[src/shared/cfc_consts.svh]
// Constants of the fetch and execute timing controller
// Assumes inclusion by the controller only
`ifndef CFC_CONSTS_SVH
`define CFC_CONSTS_SVH

// ----------------------------------------
// Start-up
// ----------------------------------------
`define CFC_BOOT_CYC 3'h4
`define CFC_MODE_RST 1'h0

// ----------------------------------------
// Fetch slot periods in system clocks
// ----------------------------------------
`define CFC_PER_FAST 2'h1
`define CFC_PER_EXT 2'h3
`define CFC_PER_CMP 2'h3

// ----------------------------------------
// Machine cycle layout and fast mode branch extra slots
// ----------------------------------------
`define CFC_MCYC_CLK 7'h0c
`define CFC_LAST_STATE 3'h5
`define CFC_BRANCH_XTRA 4'h1

`endif

[src/shared/cfc_pkg.sv]
// Types of the fetch and execute timing controller
// Assumes the constants header sits beside it
package cfc_pkg;

    // ----------------------------------------
    // Controller phases
    // ----------------------------------------
    typedef enum logic [1:0] {
        CFC_BOOT = 2'b01,
        CFC_RUN = 2'b10
    } cfc_phase_e;

    // ----------------------------------------
    // Instruction timing class from the decoder
    // ----------------------------------------
    typedef enum logic [1:0] {
        CFC_K_PLAIN = 2'h0,
        CFC_K_BRANCH = 2'h1,
        CFC_K_COMPLEX = 2'h2
    } cfc_kind_e;

endpackage

[src/hw/cfc_fetch_timing.sv]
// Instruction fetch and execute timing controller
// Assumes a decoder that classifies the byte on CODE_BYTE_IN in the same cycle
//
// How it works
// - Fast mode fetches one code byte on every system clock.
// - Fetch of the next byte overlaps execution of the current one.
// - Fast mode is selected only when the compatibility fuse reads cleared at the end of boot.
// - Instructions are one to three bytes long.
// - Fast mode instructions take as many clocks as bytes.
// - Fast mode branches take one extra slot; complex ones take several extra.
// - Fast mode code from external memory takes three times as long.
// - Compatibility mode is the default and follows a set fuse.
// - Compatibility mode fetches a byte every third clock.
// - Machine cycle is six states of two clocks, twelve clocks.
// - Compatibility instructions take one, two or four machine cycles.
// - Compatibility timing ignores internal or external code memory.
`include "cfc_consts.svh"
module cfc_fetch_timing
    import cfc_pkg::*;
(
    // Clock and reset
    input wire logic MCLK_IN,
    input wire logic RST_N_IN,
    // Configuration
    input wire logic COMPAT_FUSE_IN,
    // Code memory
    input wire logic CODE_EXT_IN,
    input wire logic [7:0] CODE_BYTE_IN,
    // Decoder
    input wire logic [1:0] INSN_LEN_IN,
    input wire logic [1:0] INSN_KIND_IN,
    input wire logic [3:0] INSN_XCYC_IN,
    input wire logic [1:0] INSN_MCYC_IN,
    // Fetch stage
    output logic FETCH_OUT,
    output logic FETCH_OPC_OUT,
    // Execute stage
    output logic EXEC_VALID_OUT,
    output logic [7:0] EXEC_BYTE_OUT,
    output logic INSN_DONE_OUT,
    // Status
    output logic RUN_OUT,
    output logic FAST_MODE_OUT,
    output logic [2:0] MSTATE_OUT,
    output logic MPHASE_OUT
);
    logic fuse_lvl;
    cfc_phase_e ph_q, ph_d;
    logic [2:0] boot_q, boot_d;
    logic fast_q, fast_d;
    logic [5:0] left_q, left_d;
    logic [1:0] bytes_q, bytes_d;
    logic [1:0] slot_q, slot_d;
    logic [1:0] per_q, per_d;
    logic fetch_q, fetch_d;
    logic opc_q, opc_d;
    logic done_q, done_d;
    logic xv_q, xv_d;
    logic [7:0] ir_q, ir_d;
    logic phase_q, phase_d;
    logic [2:0] st_q, st_d;
    logic run, start, done;
    logic [1:0] len;
    logic [1:0] per_new;
    logic [4:0] nslots;
    logic [6:0] total;

    // ----------------------------------------
    // Fuse synchroniser
    // ----------------------------------------
    cfc_sync3 u_fuse_sync
    (
        .clk_in(MCLK_IN),
        .rst_n_in(RST_N_IN),
        .level_in(COMPAT_FUSE_IN),
        .level_out(fuse_lvl)
    );

    // ----------------------------------------
    // Mode latch after reset
    // ----------------------------------------
    always_comb
    begin
        ph_d = ph_q;
        boot_d = boot_q;
        fast_d = fast_q;
        unique case (ph_q)
            CFC_BOOT:
            begin
                boot_d = 3'(boot_q + 3'h1);
                if (boot_q == `CFC_BOOT_CYC)
                begin
                    fast_d = ~fuse_lvl;
                    ph_d = CFC_RUN;
                end
            end
            CFC_RUN:
            begin
                fast_d = fast_q;
            end
        endcase
    end

    always_ff @(posedge MCLK_IN or negedge RST_N_IN)
    begin
        if (!RST_N_IN)
        begin
            ph_q <= CFC_BOOT;
            boot_q <= 3'h0;
            fast_q <= `CFC_MODE_RST;
        end
        else
        begin
            ph_q <= ph_d;
            boot_q <= boot_d;
            fast_q <= fast_d;
        end
    end

    // ----------------------------------------
    // Instruction cycle budget
    // ----------------------------------------
    always_comb
    begin
        run = (ph_q == CFC_RUN);
        start = run && (left_q == 6'h0);
        len = (INSN_LEN_IN == 2'h0) ? 2'h1 : INSN_LEN_IN;
        nslots = {3'h0, len};
        if (INSN_KIND_IN == CFC_K_BRANCH)
        begin
            nslots = 5'(nslots + {1'b0, `CFC_BRANCH_XTRA});
        end
        else if (INSN_KIND_IN == CFC_K_COMPLEX)
        begin
            nslots = 5'(nslots + {1'b0, INSN_XCYC_IN});
        end
        if (fast_q)
        begin
            per_new = CODE_EXT_IN ? `CFC_PER_EXT : `CFC_PER_FAST;
            total = 7'(nslots * per_new);
        end
        else
        begin
            per_new = `CFC_PER_CMP;
            unique case (INSN_MCYC_IN)
                2'h0: total = `CFC_MCYC_CLK;
                2'h1: total = 7'(`CFC_MCYC_CLK * 7'h2);
                default: total = 7'(`CFC_MCYC_CLK * 7'h4);
            endcase
        end
        done = start ? (total == 7'h1) : (run && left_q == 6'h1);
    end

    // ----------------------------------------
    // Fetch sequencing and pipeline
    // ----------------------------------------
    always_comb
    begin
        left_d = left_q;
        bytes_d = bytes_q;
        slot_d = slot_q;
        per_d = per_q;
        ir_d = ir_q;
        if (start)
        begin
            left_d = 6'(total - 7'h1);
            bytes_d = 2'(len - 2'h1);
            per_d = per_new;
            slot_d = (per_new == 2'h1) ? 2'h0 : 2'h1;
        end
        else if (run)
        begin
            left_d = 6'(left_q - 6'h1);
            slot_d = (slot_q == 2'(per_q - 2'h1)) ? 2'h0 : 2'(slot_q + 2'h1);
            if (slot_q == 2'h0 && bytes_q != 2'h0)
            begin
                bytes_d = 2'(bytes_q - 2'h1);
            end
        end
        // Next cycle is a fetch when an opcode is due or operand bytes remain
        opc_d = (ph_d == CFC_RUN) && (left_d == 6'h0);
        fetch_d = opc_d || ((ph_d == CFC_RUN) && slot_d == 2'h0 && bytes_d != 2'h0);
        // Execute stage holds the byte fetched one cycle earlier
        if (fetch_q)
        begin
            ir_d = CODE_BYTE_IN;
        end
        xv_d = fetch_q;
        done_d = done;
    end

    always_ff @(posedge MCLK_IN or negedge RST_N_IN)
    begin
        if (!RST_N_IN)
        begin
            left_q <= 6'h0;
            bytes_q <= 2'h0;
            slot_q <= 2'h0;
            per_q <= `CFC_PER_CMP;
            fetch_q <= 1'b0;
            opc_q <= 1'b0;
            done_q <= 1'b0;
            xv_q <= 1'b0;
            ir_q <= 8'h00;
        end
        else
        begin
            left_q <= left_d;
            bytes_q <= bytes_d;
            slot_q <= slot_d;
            per_q <= per_d;
            fetch_q <= fetch_d;
            opc_q <= opc_d;
            done_q <= done_d;
            xv_q <= xv_d;
            ir_q <= ir_d;
        end
    end

    // ----------------------------------------
    // Machine cycle states on the halved clock
    // ----------------------------------------
    always_comb
    begin
        phase_d = 1'b0;
        st_d = 3'h0;
        if (run && !fast_q)
        begin
            phase_d = ~phase_q;
            st_d = st_q;
            if (phase_q)
            begin
                st_d = (st_q == `CFC_LAST_STATE) ? 3'h0 : 3'(st_q + 3'h1);
            end
        end
    end

    always_ff @(posedge MCLK_IN or negedge RST_N_IN)
    begin
        if (!RST_N_IN)
        begin
            phase_q <= 1'b0;
            st_q <= 3'h0;
        end
        else
        begin
            phase_q <= phase_d;
            st_q <= st_d;
        end
    end

    assign FETCH_OUT = fetch_q;
    assign FETCH_OPC_OUT = opc_q;
    assign EXEC_VALID_OUT = xv_q;
    assign EXEC_BYTE_OUT = ir_q;
    assign INSN_DONE_OUT = done_q;
    assign RUN_OUT = ph_q[1];
    assign FAST_MODE_OUT = fast_q;
    assign MSTATE_OUT = st_q;
    assign MPHASE_OUT = phase_q;

    // ----------------------------------------
    // Checks
    // ----------------------------------------
    a_opcode_fetch: assert property (@(posedge MCLK_IN) disable iff (!RST_N_IN)
        start |-> fetch_q && opc_q) else $error("opcode slot without fetch");
    a_pipe_byte: assert property (@(posedge MCLK_IN) disable iff (!RST_N_IN)
        fetch_q |=> xv_q && ir_q == $past(CODE_BYTE_IN)) else $error("execute byte lost");
    a_mode_latch: assert property (@(posedge MCLK_IN) disable iff (!RST_N_IN)
        ph_q == CFC_BOOT && boot_q == `CFC_BOOT_CYC |=> fast_q == !$past(fuse_lvl))
        else $error("mode not taken from fuse");
    a_mode_held: assert property (@(posedge MCLK_IN) disable iff (!RST_N_IN)
        run |=> $stable(fast_q) && run) else $error("mode changed while running");
    a_boot_compat: assert property (@(posedge MCLK_IN) disable iff (!RST_N_IN)
        ph_q == CFC_BOOT |-> !fast_q && !fetch_q) else $error("fast before latch");
    a_fast_bytes: assert property (@(posedge MCLK_IN) disable iff (!RST_N_IN)
        start && fast_q && !CODE_EXT_IN && INSN_KIND_IN == CFC_K_PLAIN && INSN_LEN_IN == 2'h3
        |=> fetch_q [*2] ##1 start) else $error("fast length timing wrong");
    a_branch_xtra: assert property (@(posedge MCLK_IN) disable iff (!RST_N_IN)
        start && fast_q && !CODE_EXT_IN && INSN_KIND_IN == CFC_K_BRANCH && INSN_LEN_IN == 2'h2
        |=> fetch_q ##1 !fetch_q ##1 start) else $error("branch extra cycle wrong");
    a_ext_triple: assert property (@(posedge MCLK_IN) disable iff (!RST_N_IN)
        start && fast_q && CODE_EXT_IN && INSN_KIND_IN == CFC_K_PLAIN && INSN_LEN_IN == 2'h1
        |=> !start [*2] ##1 start) else $error("external slot not tripled");
    a_cmp_spacing: assert property (@(posedge MCLK_IN) disable iff (!RST_N_IN)
        run && !fast_q && fetch_q |=> !fetch_q [*2]) else $error("compat fetch too soon");
    a_state_wrap: assert property (@(posedge MCLK_IN) disable iff (!RST_N_IN)
        run && !fast_q && st_q == `CFC_LAST_STATE && phase_q |=> st_q == 3'h0 && !phase_q)
        else $error("state walk wrong");
    a_cmp_budget: assert property (@(posedge MCLK_IN) disable iff (!RST_N_IN)
        start && !fast_q && INSN_MCYC_IN == 2'h1 |=> left_q == 6'h17)
        else $error("machine cycle budget wrong");
endmodule

[src/hw/cfc_sync3.sv]
// Three-stage synchroniser with agreement filter
// Assumes an asynchronous level input and an active-low asynchronous reset
module cfc_sync3
(
    // Clock and reset
    input wire logic clk_in,
    input wire logic rst_n_in,
    // Level
    input wire logic level_in,
    output logic level_out
);
    logic s1_q;
    logic s2_q;
    logic s3_q;
    logic lvl_q;
    logic lvl_d;

    always_comb
    begin
        lvl_d = lvl_q;
        if (s2_q == s3_q)
        begin
            lvl_d = s3_q;
        end
    end

    always_ff @(posedge clk_in or negedge rst_n_in)
    begin
        if (!rst_n_in)
        begin
            s1_q <= 1'b0;
            s2_q <= 1'b0;
            s3_q <= 1'b0;
            lvl_q <= 1'b0;
        end
        else
        begin
            s1_q <= level_in;
            s2_q <= s1_q;
            s3_q <= s2_q;
            lvl_q <= lvl_d;
        end
    end

    assign level_out = lvl_q;
endmodule

[config.mk]
export PLATFORM = sky130hd
export DESIGN_NAME = cfc_fetch_timing
export DESIGN_NICKNAME = d
export VERILOG_FILES = /design/src/shared/cfc_pkg.sv /design/src/hw/cfc_fetch_timing.sv /design/src/hw/cfc_sync3.sv
export VERILOG_INCLUDE_DIRS = /design/src /design/src/shared
export SDC_FILE = /design/constraint.sdc
export NUM_CORES = 1
export LEC_CHECK = 0
export BUFFER_PORTS_ARGS = -buffer_cell sky130_fd_sc_hd__buf_4
export CAP_MARGIN = 0
export CORE_ASPECT_RATIO = 1.1
export CORE_MARGIN = 2
export CORE_UTILIZATION = 55
export CTS_CLUSTER_SIZE = 10
export DETAILED_ROUTE_END_ITERATION = 10
export GPL_TIMING_DRIVEN = 0
export PLACE_DENSITY = 0.79
export RECOVER_POWER = 25
export SLEW_MARGIN = 30
export SYNTH_ARGS = -nofsm -noshare
export SYNTH_HDL_FRONTEND = slang
export SYNTH_HIERARCHICAL = 1
export SYNTH_SLANG_ARGS = --single-unit
[constraint.sdc]
create_clock -name MCLK_IN -period 6 [get_ports MCLK_IN]
set_clock_uncertainty 0.05 [all_clocks]
set_input_delay 0.9 -clock MCLK_IN [delete_from_list [all_inputs] [get_ports MCLK_IN]]
set_output_delay 0.9 -clock MCLK_IN [all_outputs]
set_load 0.01 [all_outputs]
==> metrics.md, run 1 <==
| Metric | Value |
|---|---|
| Status | `finished, violations left` |
| Failing checks | `max-capacitance violations, max-slew violations` |
| Internal power | `0.370 mW` |
| Worst reg2reg path startpoint | `FAST_MODE_OUT` |
| Initial antenna violation count | `0` |
| Row cnt | `24` |
| WL final | `4390 um` |
| Comb power frac | `0.163` |
| Final #Nets | `315` |
| Vias/cell | `5.56` |
| Area share of fa/ha/maj cells after synthesis | `0.101` |
| CTS resizes | `0` |
| Share of cells above drive strength 1 | `0.237` |
| Worst setup SP type | `primary input` |
| Post-synth design cell area | `0.00223 sq mm` |
| Post-Syn Area per Cell | `9.67 sq um` |
| Hold Crit Class | `flop to flop` |
| Hold EP | `u_fuse_sync/s2_q` |
| Final worst path period need | `4.52 ns` |
| Seq cells post-synth | `37` |
| Hold buffers post-CTS | `0` |
| Final hold violation count | `0` |
| Post-Syn Nets | `269` |
| CP arrival | `4.70 ns` |
| Setup TNS Final | `0 ns` |
| Core area | `0.00393 sq mm` |
| Post-Synthesis Cells | `231` |
| WL/cell | `13.3 um` |
| Post-DP HPWL | `3390 um` |
| P_sw | `0.129 mW` |
| Die Span Y | `70.8 um` |
| Crit Path Class | `primary input to flop` |
| Register area share after synthesis | `0.416` |
| Pin count of the biggest net entering global routing | `38` |
| Non-filler instance count after layout | `330` |
| Synth warn | `6` |
| Setup-failing EPs final | `0` |
| Mux cell area share after synthesis | `0.0493` |
| Placer Congestion | `0.870` |
| CP Capture Type | `flop` |
| Clock transition at path regs | `0.06 ns` |
| Fin crit share | `0.754` |
| Largest cells by area after synthesis | `dfrtp_1 (39%), ha_1 (7.8%), mux2_2 (4.0%), a21oi_1 (3.8%), nor3_1 (3.4%)` |
| Clk root buf | `clkbuf_8` |
| Max-cap viol count | `1` |
| First-pass GRT wire length | `7650 um` |
| Drt drc | `0` |
| P per Cell Area | `187 mW/mm^2` |
| Simple-gate share of the synthesized area | `0.201` |
| Die W | `64.8 um` |
| GRT Total Usage | `0.210` |
| RR Endpoint | `FETCH_OUT` |
| Post-Place Cells | `322` |
| Num CTS Buffers | `5` |
| Vias | `1,834` |
| Largest family of logic cells by synthesized area | `simple AND/OR/NAND/NOR gates` |
| Layout area overhead | `19.5%` |
| Synth Area in XOR/XNOR | `0.0510` |
| Clock share of power | `0.321` |
| CP Max Fanout | `7` |
| Synth area leader | `dfrtp_1` |
| Tot Pwr | `0.498 mW` |
| Ant. Diodes | `0` |
| Worst-margin pin slew | `1.82 ns` |
| Synth Area in Compound Gates | `0.133` |
| CTS tree | `yes` |
| I/O Pins | `40` |
| RSZ-0062 raised after global routing | `false` |
| Final slew viol count | `38` |
| DIE AREA | `0.00459 sq mm` |
| Min-delay src | `u_fuse_sync/s1_q` |
| Clock Sink Count | `37` |
| Async SR Flop Fraction | `1.00` |
| Vias in the first global route | `1,831` |
| Gr ovfl total | `0` |
| Switching Fraction | `0.258` |
| F_max | `221 MHz` |
| Sequential fraction of design power | `0.516` |
| Top_reg_cell synth | `dfrtp_1` |
| Max_slew headroom | `-0.215` |
| Filler Cell Count | `324` |
| H-tree depth | `2` |
| Reg-to-reg slack, setup | `3.18 ns` |
| Leakage | `1.28 nW` |
| Clk buf depth | `2` |
| Worst vdd ir | `0.000106 V` |
| IO Port Bufs | `39` |
| Required @ worst endpoint | `6.17 ns` |
| Worst skew pair latency | `0.29 ns` |
| ANT nets after route | `0` |
| Worst r2r path cells | `11` |
| Initial DRC count | `118` |
| Number of synthesized flops with an enable pin | `0` |
| Initial core utilization | `0.568` |
| DR pass1 iterations | `4` |
| Postcts setup bufs | `0` |
| Hold Path Depth | `0` |
| Sequential cell area | `928 sq um` |
| Synth top area share | `0.392` |
| Multi-input gate area | `0.00119 sq mm` |
| Count of cell types in the netlist | `50` |
## per-stage QoR
stage	setup WS (ns)	cell area (sq um)	hold slack, ns	util
after floorplan	1.60	2230	0.281	-
after global placement	1.22	2590	0.287	0.659
after detailed placement	1.19	2590	0.302	0.659
after CTS	1.47	2670	0.317	0.680
after global routing	1.30	2670	0.332	0.678
final	1.48	2670	0.309	0.678
## state kept, by name, summed over array words and instances, names as in the netlist, 2 cells and up
register,count
left_q,6
bytes_q,2
ph_q,2
EXEC_BYTE_OUT,8
boot_q,3
MSTATE_OUT,3
slot_q,2
## power by group through the flow
stage	logic [mW]	clock network (mW)	registers, mW
2_1_floorplan	0.0513	0	0.261
3_3_place_gp	0.0801	0	0.261
6_report	0.0814	0.160	0.257
5_1_grt	0.0921	0.173	0.257
4_1_cts	0.0821	0.165	0.257
3_5_place_dp	0.0814	0	0.262
## per-layer routing
metal / track usage / vias to the layer above / wire length (um)
li1: - / 910 / -
met1: 0.250 / 854 / 1870
met2: 0.375 / 61 / 2210
met3: 0.0254 / 9 / 236
met4: 0.0946 / 0 / 76
met5: 0 / - / 0
## layout by cell type, fill, tap and decap left out, drive strengths merged, types with 2 or more instances in the layout
cell type	count
o21ai	10
and3	2
clkbuf	14
nand4b	2
buf	39
a21oi	17
a211oi	3
nor4	3
nand4	2
nand2b	3
dfrtp	35
ha	14
nor2b	6
and4	2
xor2	5
nand2	17
mux2	8
dfstp	2
nand4bb	2
o211ai	2
xnor2	8
a31oi	3
nand3	8
inv	18
mux2i	2
fa	2
clkinv	2
nor2	10
and2	3
a21o	5
nor3	15
## logic make-up (layout without fill, tap and decap cells)
kind of cell / count (synthesis) / in the layout
xor+xnor: 13 / 13
mux: 10 / 10
compound gates: 47 / 47
flops: 37 / 37
fa+ha+maj: 17 / 17
simple gates: 81 / 81
buf+inv: 26 / 73
## cell usage after synthesis, drive strengths merged, types with 3 or more instances
library cell and count:
dfrtp 35, inv 18, a21oi 17, nand2 17, nor3 15, ha 14
nor2 10, o21ai 10, mux2 8, nand3 8, xnor2 8, clkbuf 6
nor2b 6, a21o 5, xor2 5, a211oi 3, a31oi 3, and2 3
nand2b 3, nor4 3
## how the worst max path moves through the flow
| stage | start | end | slack (ns) |
|---|---|---|---|
| 2_1_floorplan | INSN_LEN_IN[1] | FETCH_OUT | 1.60 |
| 3_3_place_gp | INSN_LEN_IN[1] | FETCH_OUT | 1.22 |
| 3_5_place_dp | INSN_LEN_IN[1] | FETCH_OUT | 1.19 |
| 4_1_cts | INSN_LEN_IN[1] | FETCH_OUT | 1.47 |
| 5_1_grt | INSN_LEN_IN[1] | FETCH_OUT | 1.30 |
| 6_report | INSN_LEN_IN[1] | FETCH_OUT | 1.48 |
## final cells by class
cell class	count	share of cell area
Timing Repair Buffer	39	0.108
Clock buffer	6	0.0272
Buffer	8	0.0145
Inverter	18	0.0263
Clock inverter	2	0.00375
Sequential cell	37	0.348
Multi-Input combinational cell	168	0.448
Tap cell	52	0.0244
## critical path, stage by stage
cell       delay [ns]
buf_4            0.13
nor2b_1          0.14
inv_1            0.08
ha_1             0.18
inv_1            0.06
fa_1             0.47
inv_1            0.04
o221a_2          0.29
ha_1             0.23
fa_1             0.40
xor2_1           0.22
or4_4            0.44
and4_4           0.18
o31a_1           0.24
nand4bb_1        0.22
a2111oi_2        0.33
nand2b_1         0.14
Power figures use the tool's default switching activity.
==> inputs of run 2 (changes only) <==
--- a/config.mk
+++ b/config.mk
@@ -6,6 +6,7 @@
 export SDC_FILE = /design/constraint.sdc
 export NUM_CORES = 1
 export LEC_CHECK = 0
+export ABC_AREA = 1
 export BUFFER_PORTS_ARGS = -buffer_cell sky130_fd_sc_hd__buf_4
 export CAP_MARGIN = 0
 export CORE_ASPECT_RATIO = 1.1
==> constraint.sdc (replaced) <==
create_clock -name MCLK_IN -period 4.4 [get_ports MCLK_IN]
set_clock_uncertainty 0.05 [all_clocks]
set_input_delay 0.66 -clock MCLK_IN [delete_from_list [all_inputs] [get_ports MCLK_IN]]
set_output_delay 0.66 -clock MCLK_IN [all_outputs]
set_load 0.01 [all_outputs]
==> run 2 against run 1 <==
  * The flow still finishes with violations (max-capacitance violations, max-slew violations)
  * Sequential share of layout area down 1.1 points
  * Clock-buffer cell count up 1
  * Final cell count up 17%
  * Highest routed layer unchanged
  * Area after synthesis up 2.9%
==> metrics.md, run 2 <==
| Metric | Value |
|---|---|
| Status | `finished, violations left` |
| Failing checks | `max-capacitance violations, max-slew violations` |
| Layout area overhead | `20.0%` |
| Num CTS Buffers | `5 (unchanged)` |
| Initial antenna violation count | `0 (unchanged)` |
| CP Capture Type | `flop` |
| Number of synthesized flops with an enable pin | `0 (unchanged)` |
| Post-Syn Nets | `326 (+21%)` |
| RSZ-0062 raised after global routing | `false` |
| Hold buffers post-CTS | `0 (unchanged)` |
| Commonest non-fill, non-tap cell in the layout | `nand2_1` |
| Worst setup SP type | `primary input` |
| WL final | `4570 um (+4.1%)` |
| Post-Synthesis Cells | `288 (+25%)` |
| CP arrival | `3.60 ns (-1.10 ns)` |
| IO Port Bufs | `39 (unchanged)` |
| Share of cells above drive strength 1 | `0.209 (-0.0285)` |
| Worst-margin pin slew | `1.86 ns (+0.0367 ns)` |
| CTS tree | `yes` |
| CP Max Fanout | `4 (-3)` |
| Synth top area share | `0.381 (-0.0109)` |
| Ant. Diodes | `0 (unchanged)` |
| Largest family of logic cells by synthesized area | `simple AND/OR/NAND/NOR gates` |
| Filler Cell Count | `346 (+6.8%)` |
| Post-Place Cells | `379 (+18%)` |
| Initial core utilization | `0.575 (+0.00744)` |
| Required @ worst endpoint | `4.53 ns (-1.64 ns)` |
| DR pass1 iterations | `4 (unchanged)` |
| Max_slew headroom | `-0.239 (-0.0244)` |
| Leakage | `1.48 nW (+16%)` |
| Pin count of the biggest net entering global routing | `38 (unchanged)` |
| Post-DP HPWL | `3550 um (+4.7%)` |
| ANT nets after route | `0 (unchanged)` |
| Max-cap viol count | `1 (unchanged)` |
| Seq cells post-synth | `37 (unchanged)` |
| F_max | `288 MHz` |
| Synth area leader | `dfrtp_1` |
| Core area | `0.00399 sq mm (+1.5%)` |
| Number of flip-flops in the largest register | `8 (unchanged)` |
| Row cnt | `24 (unchanged)` |
| CTS resizes | `0 (unchanged)` |
| Setup TNS Final | `0 ns (unchanged)` |
| Postcts setup bufs | `0 (unchanged)` |
| Clock transition at path regs | `0.07 ns (about the same)` |
| Final #Nets | `372 (+18%)` |
| Worst vdd ir | `0.000225 V (+110%)` |
| Synth Area in XOR/XNOR | `0.0229 (-0.0281)` |
| Hold Crit Class | `flop to flop` |
| Commonest non-fill, non-tap cells in the layout | `nand2_1 (64), inv_1 (51), buf_4 (38), dfrtp_1 (35), nand3_1 (27)` |
| Gr ovfl total | `0 (unchanged)` |
| Die Span Y | `71.8 um (+1.3%)` |
| Async SR Flop Fraction | `1.00 (unchanged)` |
| Vias/cell | `5.01 (-9.8%)` |
| Non-filler instance count after layout | `387 (+17%)` |
| Initial DRC count | `81 (-31%)` |
| DIE AREA | `0.00471 sq mm (+2.7%)` |
| Post-Syn Area per Cell | `7.98 sq um (-18%)` |
| Post-synth design cell area | `0.00230 sq mm (+2.9%)` |
| Multi-input gate area | `0.00114 sq mm (-4.4%)` |
| Clk root buf | `clkbuf_8` |
| Drt drc | `0 (unchanged)` |
| Fin crit share | `0.788` |
| Sequential cell area | `928 sq um (unchanged)` |
| Count of cell types in the netlist | `35 (-30%)` |
| GRT Total Usage | `0.217 (+0.00700)` |
| Simple-gate share of the synthesized area | `0.255 (+0.0538)` |
| Placer Congestion | `0.892 (+2.6%)` |
| DP Worst Slack | `0.629 ns (-0.559 ns)` |
| Final worst path period need | `3.47 ns` |
| Die W | `65.6 um (+1.3%)` |
| Count leader, synth | `nand2_1` |
| Mux cell area share after synthesis | `0.0392 (-0.0101)` |
| Setup-failing EPs final | `0 (unchanged)` |
| Vias | `1,939 (+5.7%)` |
| WHS | `0.319 ns (+0.00943 ns)` |
| Most instantiated cells after synthesis | `nand2_1 (64), inv_1 (51), dfrtp_1 (35)` |
| Vias in the first global route | `1,848 (+0.93%)` |
| Setup ws final | `0.933 ns (-0.544 ns)` |
| Clock Sink Count | `37 (unchanged)` |
| Top_reg_cell synth | `dfrtp_1` |
| Largest cells by area after synthesis | `dfrtp_1 (38%), nand2_1 (10%), inv_1 (8.3%), ha_1 (7.6%), nand3_1 (5.9%)` |
| Worst skew pair latency | `0.29 ns (about the same)` |
| P per Cell Area | `258 mW/mm^2 (+38%)` |
| Clk buf depth | `2 (unchanged)` |
| Final slew viol count | `38 (unchanged)` |
| WL/cell | `11.8 um (-11%)` |
| I/O Pins | `40 (unchanged)` |
| Synth warn | `6 (unchanged)` |
| First-pass GRT wire length | `7870 um (+2.9%)` |
| Register area share after synthesis | `0.404 (-0.0115)` |
| Synth Area in Compound Gates | `0.0866 (-0.0462)` |
| H-tree depth | `2 (unchanged)` |
| Crit Path Class | `primary input to flop` |
| Final hold violation count | `0 (unchanged)` |
| Area share of fa/ha/maj cells after synthesis | `0.0937 (-0.00772)` |
==> run 2: cell count changes after synthesis, sizes merged, moves of 7 or more <==
cell   change
inv       +34
nand3     +20
xnor2      -7
nor3      -14
a21oi      -7
nor2      +15
o21ai      +8
nand2     +49
==> run 2: kinds of logic after synthesis <==
group           after synthesis
compound gates               36
xor+xnor                      6
fa+ha+maj                    16
buf+inv                      57
flops                        37
mux                           8
simple gates                128
==> run 2: area by class of cell <==
class / instances / share of cell area
Multi-Input combinational cell: 194 / 0.414
Inverter: 52 / 0.0708
Sequential cell: 37 / 0.337
Tap cell: 52 / 0.0236
Buffer: 5 / 0.0113
Clock inverter: 1 / 0.00318
Clock buffer: 7 / 0.0350
Timing Repair Buffer: 39 / 0.105
==> run 2: power breakdown <==
| part | leakage (nW) | total (mW) | switching [mW] | internal, mW |
|---|---|---|---|---|
| Combinational | 0.951 | 0.103 | 0.0620 | 0.0407 |
| Sequential | 0.478 | 0.346 | 0.00242 | 0.343 |
| Clock | 0.0549 | 0.262 | 0.118 | 0.144 |
| Total | 1.48 | 0.711 | 0.182 | 0.528 |
==> run 2: final timing paths <==
check | startpoint | endpoint | slack, ns | cells after the start
hold reg to reg | u_fuse_sync/s1_q | u_fuse_sync/s2_q | 0.32 | 0
min in group asynchronous | RST_N_IN | EXEC_VALID_OUT | 0.82 | 1
hold / removal | u_fuse_sync/s1_q | u_fuse_sync/s2_q | 0.32 | 0
max in group asynchronous | RST_N_IN | left_q[4] | 2.41 | 1
setup / recovery | INSN_LEN_IN[0] | FETCH_OUT | 0.93 | 21
setup reg to reg | FAST_MODE_OUT | FETCH_OUT | 2.38 | 12
==> run 2: layer usage <==
layer / share of wire / track usage / vias up
li1: - / - / 1012
met1: 0.43 / 0.269 / 890
met2: 0.52 / 0.371 / 28
met3: 0.037 / 0.0534 / 9
met4: 0.014 / 0.0648 / 0
met5: 0 / 0 / -
==> run 2: critical path, cell delays in order <==
cell	delay (ns)
buf_4	0.12
inv_1	0.04
nand2_1	0.10
ha_1	0.22
inv_1	0.07
fa_1	0.41
nand2_1	0.08
nand2_1	0.05
a31oi_1	0.21
and2_1	0.21
fa_1	0.47
nand2_1	0.11
nand2_1	0.07
a21oi_1	0.15
nand3_1	0.13
nor2_1	0.13
nand2_1	0.07
nand3_1	0.09
nand2_1	0.07
nand2_1	0.09
nand2_1	0.05
==> run 2: through the flow <==
step           power, mW  area [sq um]  utilization
4_1_cts            0.719          2760        0.691
3_5_place_dp       0.456          2660        0.665
2_1_floorplan      0.416          2300            -
5_1_grt            0.748          2760        0.690
6_report           0.711          2760        0.690
3_3_place_gp       0.454          2660        0.665
